`src/verilog/nvd_map.svh`:
```
`ifndef NVD_MAP_SVH
`define NVD_MAP_SVH
// ==========================================
// nonvolatile byte offsets
`define NVD_NV_FIRST          8'h22
`define NVD_NV_LAST           8'h30
`define NVD_NV_COUNT          15
`define NVD_ALERT_LO_OFS      8'h22
`define NVD_ALERT_HI_OFS      8'h23
`define NVD_FAULT_LOG_OFS     8'h24
`define NVD_ADC_LOG_OFS       8'h25
`define NVD_FET_OFS           8'h26
`define NVD_IO_OFS            8'h27
`define NVD_AUX_LO_OFS        8'h28
`define NVD_AUX_HI_OFS        8'h29
`define NVD_SRC_LO_OFS        8'h2A
`define NVD_SRC_HI_OFS        8'h2B
`define NVD_SNS_LO_OFS        8'h2C
`define NVD_SNS_HI_OFS        8'h2D
`define NVD_WATT_LO_OFS       8'h2E
`define NVD_WATT_HI_OFS       8'h2F
`define NVD_TIMEBASE_OFS      8'h30
// ==========================================
// shipped contents
`define NVD_ALERT_LO_DEF      8'h00
`define NVD_ALERT_HI_DEF      8'h00
`define NVD_FAULT_LOG_DEF     8'h00
`define NVD_ADC_LOG_DEF       8'h00
`define NVD_FET_DEF           8'hFF
`define NVD_IO_DEF            8'h00
`define NVD_AUX_LO_DEF        8'h00
`define NVD_AUX_HI_DEF        8'hFF
`define NVD_SRC_LO_DEF        8'h00
`define NVD_SRC_HI_DEF        8'hFF
`define NVD_SNS_LO_DEF        8'h00
`define NVD_SNS_HI_DEF        8'hFF
`define NVD_WATT_LO_DEF       8'h00
`define NVD_WATT_HI_DEF       8'hFF
`define NVD_TIMEBASE_DEF      8'h08
// ==========================================
// timing
`define NVD_CLK_HZ            64'd10000000
`define NVD_REBOOT_MS         64'd3200
`define NVD_REBOOT_CYC        (`NVD_REBOOT_MS * `NVD_CLK_HZ / 64'd1000)
`define NVD_WR_CYCLES         16
`endif

```
`src/verilog/nvd_pkg.sv`:
```
// ==========================================
// shared types
package nvd_pkg;
    typedef logic [7:0] nvd_byte_t;
    typedef logic [3:0] nvd_idx_t;
    typedef enum logic [1:0] {st_boot, st_idle, st_off_wait, st_off_delay} nvd_state_t;
endpackage : nvd_pkg

```
`src/verilog/nvd_bank.sv`:
```
`timescale 1ns/100ps
`default_nettype none
`include "nvd_map.svh"
module nvd_bank
    import nvd_pkg::*;
#(
    parameter int unsigned     WR_CYCLES     = `NVD_WR_CYCLES,
    parameter longint unsigned REBOOT_CYCLES = `NVD_REBOOT_CYC
)(
    input  wire logic      ref_clk,              // 10 MHz clock
    input  wire logic      srst,                 // sync reset, high
    input  wire logic      cmd_valid,            // register command
    input  wire logic      cmd_write,            // 1 write, 0 read
    input  wire nvd_byte_t cmd_addr,             // command byte address
    input  wire nvd_byte_t cmd_wdata,            // write data
    output var  logic      rsp_valid,            // answer pulse
    output var  nvd_byte_t rsp_rdata,            // read data
    output var  logic      rsp_hit,              // accepted in bank
    input  wire logic      log_enable,           // logging enable bit
    input  wire logic      fault_rise,           // new fault pulse
    input  wire nvd_byte_t fault_log_in,         // volatile fault log
    input  wire logic      adc_alert_new,        // new adc alert pulse
    input  wire nvd_byte_t adc_log_in,           // volatile adc log
    input  wire logic      fault_mask_default,   // stored mask bit
    input  wire logic      reboot_req,           // reboot pulse
    output var  logic      nv_busy,              // write in progress
    output var  logic      power_off,            // device held off
    output var  logic      boot_done,            // restart pulse
    output var  logic      restore_valid,        // fault log restore
    output var  nvd_byte_t restore_fault_log,    // restored value
    output var  nvd_byte_t cfg_alert_lo,         // alert mask byte 1
    output var  nvd_byte_t cfg_alert_hi,         // alert mask byte 2
    output var  nvd_byte_t cfg_fet_timeout,      // fet timeout
    output var  nvd_byte_t cfg_io_setup,         // io setup
    output var  nvd_byte_t cfg_aux_low_limit,    // aux low limit
    output var  nvd_byte_t cfg_aux_high_limit,   // aux high limit
    output var  nvd_byte_t cfg_source_low_limit, // source low limit
    output var  nvd_byte_t cfg_source_high_limit,// source high limit
    output var  nvd_byte_t cfg_sense_low_limit,  // sense low limit
    output var  nvd_byte_t cfg_sense_high_limit, // sense high limit
    output var  nvd_byte_t cfg_watt_low_limit,   // watt low limit
    output var  nvd_byte_t cfg_watt_high_limit,  // watt high limit
    output var  nvd_byte_t cfg_timebase          // timebase divider
);

// ==========================================
// bank storage

    localparam int unsigned NV_N = `NVD_NV_COUNT;

    // shipped contents, bank order
    // defaults of all fifteen bytes
    localparam nvd_byte_t SHIP [0:NV_N-1] = '{
        `NVD_ALERT_LO_DEF, `NVD_ALERT_HI_DEF,
        `NVD_FAULT_LOG_DEF, `NVD_ADC_LOG_DEF,
        `NVD_FET_DEF, `NVD_IO_DEF,
        `NVD_AUX_LO_DEF, `NVD_AUX_HI_DEF,
        `NVD_SRC_LO_DEF, `NVD_SRC_HI_DEF,
        `NVD_SNS_LO_DEF, `NVD_SNS_HI_DEF,
        `NVD_WATT_LO_DEF, `NVD_WATT_HI_DEF,
        `NVD_TIMEBASE_DEF};

    // bank index of a byte address
    function automatic nvd_idx_t idx_of(input nvd_byte_t ofs);
        nvd_byte_t d;
        d = ofs - `NVD_NV_FIRST;
        return d[3:0];
    endfunction : idx_of

    localparam nvd_idx_t IDX_FAULT = idx_of(`NVD_FAULT_LOG_OFS);
    localparam nvd_idx_t IDX_ADC   = idx_of(`NVD_ADC_LOG_OFS);

    nvd_byte_t  nv_mem_r [0:NV_N-1];
    logic       busy_r;
    logic [15:0] wr_cnt_r;
    nvd_idx_t   wr_idx_r;
    nvd_byte_t  wr_data_r;
    logic       fault_pend_r;
    nvd_byte_t  fault_data_r;
    logic       adc_pend_r;
    nvd_byte_t  adc_data_r;
    nvd_state_t state_r;
    logic [31:0] dly_cnt_r;
    logic       cmd_hit;
    nvd_idx_t   cmd_idx;
    nvd_byte_t  rd_peek;
    logic       host_wr;
    logic       st_fault;
    logic       st_adc;
    logic       commit;
    logic       load_cfg;

// ==========================================
// command decode

    // address window and start arbitration
    assign cmd_hit  = (cmd_addr >= `NVD_NV_FIRST) && (cmd_addr <= `NVD_NV_LAST);
    assign cmd_idx  = idx_of(cmd_addr);
    assign rd_peek  = cmd_hit ? nv_mem_r[cmd_idx] : 8'h00;
    // host write accepted only when idle
    assign host_wr  = cmd_valid && cmd_write && cmd_hit && !busy_r;
    assign st_fault = !busy_r && !host_wr && fault_pend_r;
    assign st_adc   = !busy_r && !host_wr && !fault_pend_r && adc_pend_r;
    assign commit   = busy_r && (wr_cnt_r == 16'h0000);
    assign load_cfg = ((state_r == st_boot) || (state_r == st_off_wait)) && !busy_r;

// ==========================================
// write engine

    // busy timer
    // busy spans the whole write
    always_ff @(posedge ref_clk)
    begin
        if (srst)
        begin
            busy_r   <= 1'b0;
            wr_cnt_r <= 16'h0000;
        end
        else if (host_wr || st_fault || st_adc)
        begin
            busy_r   <= 1'b1;
            wr_cnt_r <= 16'(WR_CYCLES - 1);
        end
        else if (commit)
        begin
            busy_r <= 1'b0;
        end
        else if (busy_r)
        begin
            wr_cnt_r <= wr_cnt_r - 16'h0001;
        end
    end

    // target and data latched at start
    always_ff @(posedge ref_clk)
    begin
        if (srst)
        begin
            wr_idx_r  <= 4'h0;
            wr_data_r <= 8'h00;
        end
        else if (host_wr)
        begin
            wr_idx_r  <= cmd_idx;
            wr_data_r <= cmd_wdata;
        end
        else if (st_fault)
        begin
            wr_idx_r  <= IDX_FAULT;
            wr_data_r <= fault_data_r;
        end
        else if (st_adc)
        begin
            wr_idx_r  <= IDX_ADC;
            wr_data_r <= adc_data_r;
        end
    end

    // cells change only at the end of a write
    // cells hold between writes, srst reloads shipped contents
    always_ff @(posedge ref_clk)
    begin
        if (srst)
        begin
            for (int i = 0; i < NV_N; i++)
            begin
                nv_mem_r[i] <= SHIP[i];
            end
        end
        else if (commit)
        begin
            nv_mem_r[wr_idx_r] <= wr_data_r;
        end
    end

// ==========================================
// log copies

    // fault log copy request, set wins
    // fault log copy
    always_ff @(posedge ref_clk)
    begin
        if (srst)
        begin
            fault_pend_r <= 1'b0;
            fault_data_r <= 8'h00;
        end
        else if (fault_rise && log_enable)
        begin
            fault_pend_r <= 1'b1;
            fault_data_r <= fault_log_in;
        end
        else if (st_fault)
        begin
            fault_pend_r <= 1'b0;
        end
    end

    // adc alert log copy request, set wins
    // adc log copy
    always_ff @(posedge ref_clk)
    begin
        if (srst)
        begin
            adc_pend_r <= 1'b0;
            adc_data_r <= 8'h00;
        end
        else if (adc_alert_new && log_enable)
        begin
            adc_pend_r <= 1'b1;
            adc_data_r <= adc_log_in;
        end
        else if (st_adc)
        begin
            adc_pend_r <= 1'b0;
        end
    end

// ==========================================
// host answers

    // one answer per command
    // no contents while busy
    always_ff @(posedge ref_clk)
    begin
        if (srst)
        begin
            rsp_valid <= 1'b0;
            rsp_rdata <= 8'h00;
            rsp_hit   <= 1'b0;
        end
        else
        begin
            rsp_valid <= cmd_valid;
            rsp_hit   <= cmd_valid && cmd_hit && !busy_r;
            rsp_rdata <= (cmd_valid && !cmd_write && !busy_r) ? rd_peek : 8'h00;
        end
    end

    assign nv_busy = busy_r;

// ==========================================
// boot and reboot

    // sequencer
    // off, reload, wait, restart
    always_ff @(posedge ref_clk)
    begin
        if (srst)
        begin
            state_r   <= st_boot;
            dly_cnt_r <= 32'h0000_0000;
            power_off <= 1'b1;
            boot_done <= 1'b0;
        end
        else
        begin
            boot_done <= 1'b0;
            unique case (state_r)
                st_boot:
                begin
                    if (!busy_r)
                    begin
                        state_r   <= st_idle;
                        power_off <= 1'b0;
                        boot_done <= 1'b1;
                    end
                end
                st_idle:
                begin
                    if (reboot_req)
                    begin
                        state_r   <= st_off_wait;
                        power_off <= 1'b1;
                    end
                end
                st_off_wait:
                begin
                    if (!busy_r)
                    begin
                        state_r   <= st_off_delay;
                        dly_cnt_r <= 32'(REBOOT_CYCLES - 1);
                    end
                end
                st_off_delay:
                begin
                    if (dly_cnt_r == 32'h0000_0000)
                    begin
                        state_r   <= st_idle;
                        power_off <= 1'b0;
                        boot_done <= 1'b1;
                    end
                    else
                    begin
                        dly_cnt_r <= dly_cnt_r - 32'h0000_0001;
                    end
                end
            endcase
        end
    end

    // working defaults loaded from the bank
    // all thirteen config defaults
    always_ff @(posedge ref_clk)
    begin
        if (srst)
        begin
            cfg_alert_lo          <= `NVD_ALERT_LO_DEF;
            cfg_alert_hi          <= `NVD_ALERT_HI_DEF;
            cfg_fet_timeout       <= `NVD_FET_DEF;
            cfg_io_setup          <= `NVD_IO_DEF;
            cfg_aux_low_limit     <= `NVD_AUX_LO_DEF;
            cfg_aux_high_limit    <= `NVD_AUX_HI_DEF;
            cfg_source_low_limit  <= `NVD_SRC_LO_DEF;
            cfg_source_high_limit <= `NVD_SRC_HI_DEF;
            cfg_sense_low_limit   <= `NVD_SNS_LO_DEF;
            cfg_sense_high_limit  <= `NVD_SNS_HI_DEF;
            cfg_watt_low_limit    <= `NVD_WATT_LO_DEF;
            cfg_watt_high_limit   <= `NVD_WATT_HI_DEF;
            cfg_timebase          <= `NVD_TIMEBASE_DEF;
        end
        else if (load_cfg)
        begin
            cfg_alert_lo          <= nv_mem_r[idx_of(`NVD_ALERT_LO_OFS)];
            cfg_alert_hi          <= nv_mem_r[idx_of(`NVD_ALERT_HI_OFS)];
            cfg_fet_timeout       <= nv_mem_r[idx_of(`NVD_FET_OFS)];
            cfg_io_setup          <= nv_mem_r[idx_of(`NVD_IO_OFS)];
            cfg_aux_low_limit     <= nv_mem_r[idx_of(`NVD_AUX_LO_OFS)];
            cfg_aux_high_limit    <= nv_mem_r[idx_of(`NVD_AUX_HI_OFS)];
            cfg_source_low_limit  <= nv_mem_r[idx_of(`NVD_SRC_LO_OFS)];
            cfg_source_high_limit <= nv_mem_r[idx_of(`NVD_SRC_HI_OFS)];
            cfg_sense_low_limit   <= nv_mem_r[idx_of(`NVD_SNS_LO_OFS)];
            cfg_sense_high_limit  <= nv_mem_r[idx_of(`NVD_SNS_HI_OFS)];
            cfg_watt_low_limit    <= nv_mem_r[idx_of(`NVD_WATT_LO_OFS)];
            cfg_watt_high_limit   <= nv_mem_r[idx_of(`NVD_WATT_HI_OFS)];
            cfg_timebase          <= nv_mem_r[idx_of(`NVD_TIMEBASE_OFS)];
        end
    end

    // fault record restore at load
    // restore when mask default set
    always_ff @(posedge ref_clk)
    begin
        if (srst)
        begin
            restore_valid     <= 1'b0;
            restore_fault_log <= 8'h00;
        end
        else
        begin
            restore_valid <= load_cfg && fault_mask_default;
            if (load_cfg)
            begin
                restore_fault_log <= nv_mem_r[IDX_FAULT];
            end
        end
    end

    logic [15:0] hi_len_r;
    nvd_byte_t   peek_r;

    // helper: busy run length and read sample
    always_ff @(posedge ref_clk)
    begin
        if (srst)
        begin
            hi_len_r <= 16'h0000;
            peek_r   <= 8'h00;
        end
        else
        begin
            hi_len_r <= busy_r ? hi_len_r + 16'h0001 : 16'h0000;
            peek_r   <= rd_peek;
        end
    end
endmodule : nvd_bank
`default_nettype wire

```
`config.mk`:
```
export PLATFORM = sky130hd
export DESIGN_NAME = nvd_bank
export DESIGN_NICKNAME = d
export VERILOG_FILES = /design/src/verilog/nvd_pkg.sv /design/src/verilog/nvd_bank.sv
export VERILOG_INCLUDE_DIRS = /design/src /design/src/verilog
export SDC_FILE = /design/constraint.sdc
export NUM_CORES = 1
export LEC_CHECK = 0
export BUFFER_PORTS_ARGS = -buffer_cell sky130_fd_sc_hd__buf_2
export CORE_UTILIZATION = 53
export CTS_CLUSTER_DIAMETER = 60
export DETAILED_ROUTE_END_ITERATION = 7
export PLACE_DENSITY = 0.77
export SYNTH_ARGS = -nofsm -noshare
export SYNTH_HDL_FRONTEND = slang
export SYNTH_SLANG_ARGS = --single-unit
```
`constraint.sdc`:
```
create_clock -name ref_clk -period 2.9 [get_ports ref_clk]
set_input_delay 0.435 -clock ref_clk [delete_from_list [all_inputs] [get_ports ref_clk]]
set_output_delay 0.435 -clock ref_clk [all_outputs]
set_load 0.02 [all_outputs]
```
==> results of run 1 <==
per-stage QoR:
stage	util, %	area [um^2]
floorplan	-	14100
global placement	59.3	15500
detailed placement	59.3	15500
CTS	63.7	16600
global route	63.9	16600
finish	63.9	16600
per-layer routing:
layer	GRT usage [%]	up-vias	wire [um]
met3	4.12	68	2570
met1	34.2	5149	14600
met4	8.55	0	987
met2	41.8	397	16400
met5	0	-	0
li1	-	5147	-
power breakdown:
part           internal, uW  switching [uW]  total, uW  leakage (uW)
sequential             5540             464       6010       0.00285
clock                  2610            1850       4460      0.000574
combinational          1700            3060       4760       0.00297
path summary, 6_finish.rpt:
path / endpoint / depth (start not counted)
worst max register to register: nv_mem_r[13][5]$_SDFFCE_PN1P_ / 6
worst max-delay path: nv_mem_r[13][5]$_SDFFCE_PN1P_ / 6
worst min register to register: cfg_aux_low_limit[3]$_SDFFE_PP0P_ / 2
worst min-delay path: restore_valid$_SDFF_PP0_ / 2
cell usage in the layout (no fill, tap or decap), types with 17 or more instances in the layout:
| cell | instances |
|---|---|
| sky130_fd_sc_hd__a21oi_1 | 111 |
| sky130_fd_sc_hd__a31oi_1 | 17 |
| sky130_fd_sc_hd__and2_1 | 80 |
| sky130_fd_sc_hd__buf_2 | 165 |
| sky130_fd_sc_hd__buf_4 | 47 |
| sky130_fd_sc_hd__clkbuf_16 | 38 |
| sky130_fd_sc_hd__dfxtp_1 | 206 |
| sky130_fd_sc_hd__edfxtp_1 | 128 |
| sky130_fd_sc_hd__mux4_2 | 40 |
| sky130_fd_sc_hd__nand2_1 | 267 |
| sky130_fd_sc_hd__nand2b_1 | 31 |
| sky130_fd_sc_hd__nand3_1 | 54 |
| sky130_fd_sc_hd__nor2_1 | 41 |
| sky130_fd_sc_hd__o21ai_0 | 18 |
| sky130_fd_sc_hd__o31ai_1 | 18 |
| sky130_fd_sc_hd__or2_2 | 22 |
| sky130_fd_sc_hd__or3_1 | 19 |
| sky130_fd_sc_hd__or4_1 | 26 |
repair_timing:
action                                  4_1_cts  5_1_grt
endpoints found under the setup margin        4       74
pin swaps                                     0        0
resized for setup                             0        7
hold buffers                                  0        0
setup buffers                                 0        0
critical path, stage by stage (launching register included):
cell and delay [ns]:
sky130_fd_sc_hd__dfxtp_1 0.33, sky130_fd_sc_hd__or4_4 0.55, sky130_fd_sc_hd__or4_1 0.43, sky130_fd_sc_hd__or4b_4 0.59, sky130_fd_sc_hd__buf_4 0.18, sky130_fd_sc_hd__nor3_2 0.16
sky130_fd_sc_hd__or2_2 0.25
area by class of cell:
| type | instances | area, um^2 |
|---|---|---|
| Clock inverter | 13 | 114 |
| Sequential cell | 334 | 7970 |
| Fill cell | 2100 | 9420 |
| Tap cell | 335 | 419 |
| Clock buffer | 53 | 1040 |
| Multi-Input combinational cell | 916 | 5780 |
| Inverter | 16 | 60.1 |
| Timing Repair Buffer | 216 | 1260 |
kinds of logic (layout without fill, tap and decap cells):
group                      after synthesis  in the layout  synth area share, %
buffers and inverters                  103            298                 2.77
DFF                                    334            334                 56.7
xor gates and xnor gates                13             13                0.811
AOI/OAI and AO/OA                      214            214                 9.17
muxes                                   44             44                 6.71
and+or+nand+nor                        634            634                 22.8
adders and majority gates               11             11                0.980
==> results.toml, run 1 <==
[route]
detail_route.drc_violations = 0
vias_per_cell = 5.71
firstDrtPassIters = 5
vias = 10800
wire_per_inst_um = 18.3
detail-route-antenna-nets = 0
detail_route.wirelength_um = 34500
initialDrtViolationCount = 1038

[finish]
final_layout_size_suffix_gt1_share_pct = 23.4
regMostFlops = "nv_mem_r"
design.final.nets = 1573
largest_register_ff_count = 128
layout_top_registers = "nv_mem_r: 128 flops, dly_cnt_r: 32 flops, wr_cnt_r: 16 flops"
syn_to_final_growth_pct = 18.5
diodes_inserted = 0
instances_no_fill = 1883

[synthesis]
post_synthesis_net_count = 1405
synth_top_cell_area_share_pct = 29.4
async_reset_ff_share_pct = 0
post-synth-top-area-cell = "sky130_fd_sc_hd__dfxtp_1"
post_synth_num_cell_types = 56
synth-edff-count = 128
postSynthRegisterBits = 334
most_numerous_cell_in_the_yosys_netlist = "sky130_fd_sc_hd__nand2_1"
yosys_warnings = 0
netlist_area_before_placement_um2 = 14000
synth_area_leaders = "sky130_fd_sc_hd__dfxtp_1 (29%), sky130_fd_sc_hd__edfxtp_1 (27%), sky130_fd_sc_hd__nand2_1 (7.2%)"
syn_inst = 1353
ys_top_cells_by_count = "sky130_fd_sc_hd__nand2_1 (269), sky130_fd_sc_hd__dfxtp_1 (206), sky130_fd_sc_hd__edfxtp_1 (128)"
synth_top_flop_cell = "sky130_fd_sc_hd__dfxtp_1"
synth_area_per_inst_um2 = 10.4
synth_sequential_area_ratio_pct = 56.7

[power_and_ir_drop]
power.total_uw = 15200
leakagePower_uw = 0.00640
power.ir.vdd_worst_v = 0.000640
pwr_per_cell_area_nw_per_um2 = 915

[die]
coreArea_um2 = 26100
placement_rows = 59
fp.dieW_um = 165
boundaryPins = 167
initial_utilization_pct = 53.9
fp.dieH_um = 165
fp.dieArea_um2 = 27200

[sta]
final_min_period_over_clock_period_pct = 96.5
final_max_slew_viol_count = 0
holdWs_ns = 0.155
slew_headroom_pct = 33.0
timing.final.setup_violations = 0
tns_ns = 0
timing_hold_violations_final = 0
fin_skew_ns = 0.0221
max_freq_mhz = 357
worst_slew_pin_slew_ns = 1.00
grt_setup_unrepaired = "no"
min_period_ns = 2.80
worst_slack_ns = 0.102

[critical_path]
reg2reg_slack_ns = 0.10
cp_data_arrival_time_ns = 3.00
timing.critical_path.required_ns = 3.10
worst_setup_startpoint = "wr_cnt_r[13]$_SDFFE_PP0P_"
critical_r2r_launch = "wr_cnt_r[13]$_SDFFE_PP0P_"
startpoint_type = "flop"
end_kind = "flop"
path_class = "reg2reg"
critical_path.max_fanout = 8

[grt]
grt_max_degree = 146
grt_overflow = 0
grt_pass1_vias = 9916
wire_length_of_the_first_global_routing_pass_um = 53000
antenna_found_initial = 0
groute.usage.overall_pct = 25.4

[job]
drv_cap = 0

[placement]
dp_slack_ns = -0.0231
final_weighted_congestion_of_routability_driven_global_placement = 0.884
port-buffer-count = 166
cell_count_post_placement = 1817
hpwl_um = 23600

[clocking]
h_tree_levels = 2
ctsLongestPathBuffers = 3
cts_tree = "done"
count_of_clock_tree_sinks = 334
cts_buffers = 37
clock_root_buffer = "sky130_fd_sc_hd__clkbuf_16"
clk_pin_slew_ns = 0.06
clock_latency_ns = 0.52

[hold_path]
hold_path_startpoint = "fault_mask_default"
min_path_type = "in2reg"

[outcome]
outcome = "finished clean"
(Power assumes the default switching activity.)
==> run 2: changes to the inputs <==
--- a/config.mk
+++ b/config.mk
@@ -10,7 +10,7 @@
 export CORE_UTILIZATION = 53
 export CTS_CLUSTER_DIAMETER = 60
 export DETAILED_ROUTE_END_ITERATION = 7
-export PLACE_DENSITY = 0.77
+export PLACE_DENSITY = 0.81
 export SYNTH_ARGS = -nofsm -noshare
 export SYNTH_HDL_FRONTEND = slang
 export SYNTH_SLANG_ARGS = --single-unit
==> constraint.sdc (replaced) <==
create_clock -name ref_clk -period 2.3 [get_ports ref_clk]
set_input_delay 0.345 -clock ref_clk [delete_from_list [all_inputs] [get_ports ref_clk]]
set_output_delay 0.345 -clock ref_clk [all_outputs]
set_load 0.02 [all_outputs]
==> results.toml, run 2 (synthesis gave the netlist of run 1 again) <==
[route]
detail_route.drc_violations = 0
wire_per_inst_um = 19.1
firstDrtPassIters = 5
vias_per_cell = 5.77
detail_route.wirelength_um = 37100
vias = 11200
initialDrtViolationCount = 930
detail-route-antenna-nets = 0

[hold_path]
min_path_type = "in2reg"

[die]
fp.dieArea_um2 = 27200
fp.dieH_um = 165
boundaryPins = 167
coreArea_um2 = 26100
initial_utilization_pct = 53.9
placement_rows = 59
fp.dieW_um = 165

[sta]
worst_slew_pin_slew_ns = 0.984
min_period_ns = 2.85
worst_slack_ns = -0.548
slew_headroom_pct = 34.3
final_max_slew_viol_count = 0
fin_skew_ns = 0.0242
timing_hold_violations_final = 0
max_freq_mhz = 351
timing.final.setup_violations = 248
grt_setup_unrepaired = "yes"
final_min_period_over_clock_period_pct = 124

[critical_path]
critical_path.top_delay_family = "simple AND/OR/NAND/NOR gates"
path_class = "reg2reg"
crit_buf_inv = 3
critical_path.max_fanout = 8
end_kind = "flop"
startpoint_type = "flop"
timing.critical_path.required_ns = 2.53
worstPathCellList = "or4_4, or4_4, or4b_4, buf_6, buf_6, nor3_2, buf_4"
slowest_cell_delay_on_critical_path_ns = 0.59
cp_data_arrival_time_ns = 3.08
slowest_stage = "sky130_fd_sc_hd__or4b_4"

[clocking]
ctsLongestPathBuffers = 3
count_of_clock_tree_sinks = 334
clock_latency_ns = 0.53
clk_pin_slew_ns = 0.06
clock_root_buffer = "sky130_fd_sc_hd__clkbuf_16"
cts_tree = "done"
cts_buffers = 36
h_tree_levels = 2
cts_hold_repair.buffers = 0

[power_and_ir_drop]
cell_internal_power_uw = 13300
power.ir.vdd_worst_v = 0.00106
fraction_of_power_consumed_by_sequential_logic_pct = 37.0
total_switching_power_uw = 7130
switching_fraction_of_total_power_pct = 35.0
leakagePower_uw = 0.00682
clock_power_share_pct = 28.6
pwr_per_cell_area_nw_per_um2 = 1160
comb_power_share_pct = 34.4

[finish]
design.final.nets = 1626
mostFrequentLayoutCell = "sky130_fd_sc_hd__nand2_1"
finish.utilization_pct = 67.2
largest_register_ff_count = 128
regMostFlops = "nv_mem_r"
syn_to_final_growth_pct = 24.6
layout_top_registers = "nv_mem_r: 128 flops, dly_cnt_r: 32 flops, wr_cnt_r: 16 flops"
final_layout_size_suffix_gt1_share_pct = 29.3
fillCellCount = 1826
final_cell_mix = "sky130_fd_sc_hd__nand2_1 (267), sky130_fd_sc_hd__dfxtp_1 (202), sky130_fd_sc_hd__buf_2 (165), sky130_fd_sc_hd__edfxtp_1 (128), sky130_fd_sc_hd__a21oi_1 (111)"

[outcome]
outcome = "complete, but fails checks"
violations = "setup timing"

[grt]
wire_length_of_the_first_global_routing_pass_um = 56600
grt_overflow = 0
antenna_found_initial = 4
grt_max_degree = 127
groute.usage.overall_pct = 27.3
grt_pass1_vias = 10600

[placement]
final_weighted_congestion_of_routability_driven_global_placement = 0.866
dp_slack_ns = -0.634
hpwl_um = 25000
port-buffer-count = 166

[job]
drv_cap = 0
[run 2: cell count changes in the layout (fill, tap and decap cells not counted), moves of 5 or more]
cell	change
sky130_fd_sc_hd__or4_1	-5
sky130_fd_sc_hd__and2_4	+22
sky130_fd_sc_hd__buf_4	+37
sky130_fd_sc_hd__buf_6	+11
sky130_fd_sc_hd__clkbuf_1	-6
sky130_fd_sc_hd__buf_12	+5
sky130_fd_sc_hd__or2_2	-12
sky130_fd_sc_hd__and2_1	-22
sky130_fd_sc_hd__nor3_4	+7
sky130_fd_sc_hd__or2_4	+12
sky130_fd_sc_hd__clkbuf_8	+5
sky130_fd_sc_hd__or4_4	+5
[run 2: worst paths after layout]
check | slack (ns) | cells after the start | from | end
worst min register to register | 0.45 | 2 | cfg_timebase[4]$_SDFFE_PP0P_ | cfg_timebase[4]$_SDFFE_PP0P_
worst max-delay path | -0.55 | 7 | wr_cnt_r[13]$_SDFFE_PP0P_ | nv_mem_r[15][2]$_DFFE_PP_
worst max register to register | -0.55 | 7 | wr_cnt_r[13]$_SDFFE_PP0P_ | nv_mem_r[15][2]$_DFFE_PP_
worst min-delay path | 0.07 | 2 | fault_mask_default | restore_valid$_SDFF_PP0_
[run 2: final cells by class]
type	count	area (um^2)	share of cell area [%]
inverters	16	60.1	0.343
well taps	335	419	2.39
diodes	3	7.51	0.0429
repair buffers	270	1780	10.1
flip-flops and latches	334	7970	45.5
multi-input cells	916	6060	34.6
clock buffers	49	1050	6.00
clock inverters	17	159	0.908
[run 2: routing by layer]
metal,routed length (um),share of wire (%),GRT usage (%)
met5,22,0.059,0
met4,1350,3.6,11.8
met3,3050,8.2,6.28
met2,17600,47,44.4
met1,15100,41,34.8
[run 2: power by group through the flow]
stage	Clock (uW)	Sequential, uW	Combinational (uW)
final	5830	7550	7010
after global routing	6120	7640	7690
after CTS	5870	7510	6840
after detailed placement	0	7630	6750
after global placement	0	7600	6570
after floorplan	0	8210	3600
[run 2: timing repair]
item                       4_1_cts  5_1_grt
resized for setup               24       49
setup buffers                    0        2
setup endpoints to repair      249      277
pin swaps                        6       13
[run 2: metrics by stage]
| stage | TNS (ns) | hold WS (ns) | cell area (um^2) | instances | total power (uW) |
|---|---|---|---|---|---|
| after floorplan | -74.71 | 0.436 | 14200 | 1353 | 11800 |
| after global placement | -102.62 | 0.439 | 16000 | 1869 | 14200 |
| after detailed placement | -112.87 | 0.444 | 16000 | 1869 | 14400 |
| final | -108.05 | 0.0672 | 17500 | 1940 | 20400 |
| after CTS | -102.63 | 0.0521 | 17300 | 1935 | 20200 |
| after global routing | -117.54 | 0.0725 | 17500 | 1937 | 21500 |
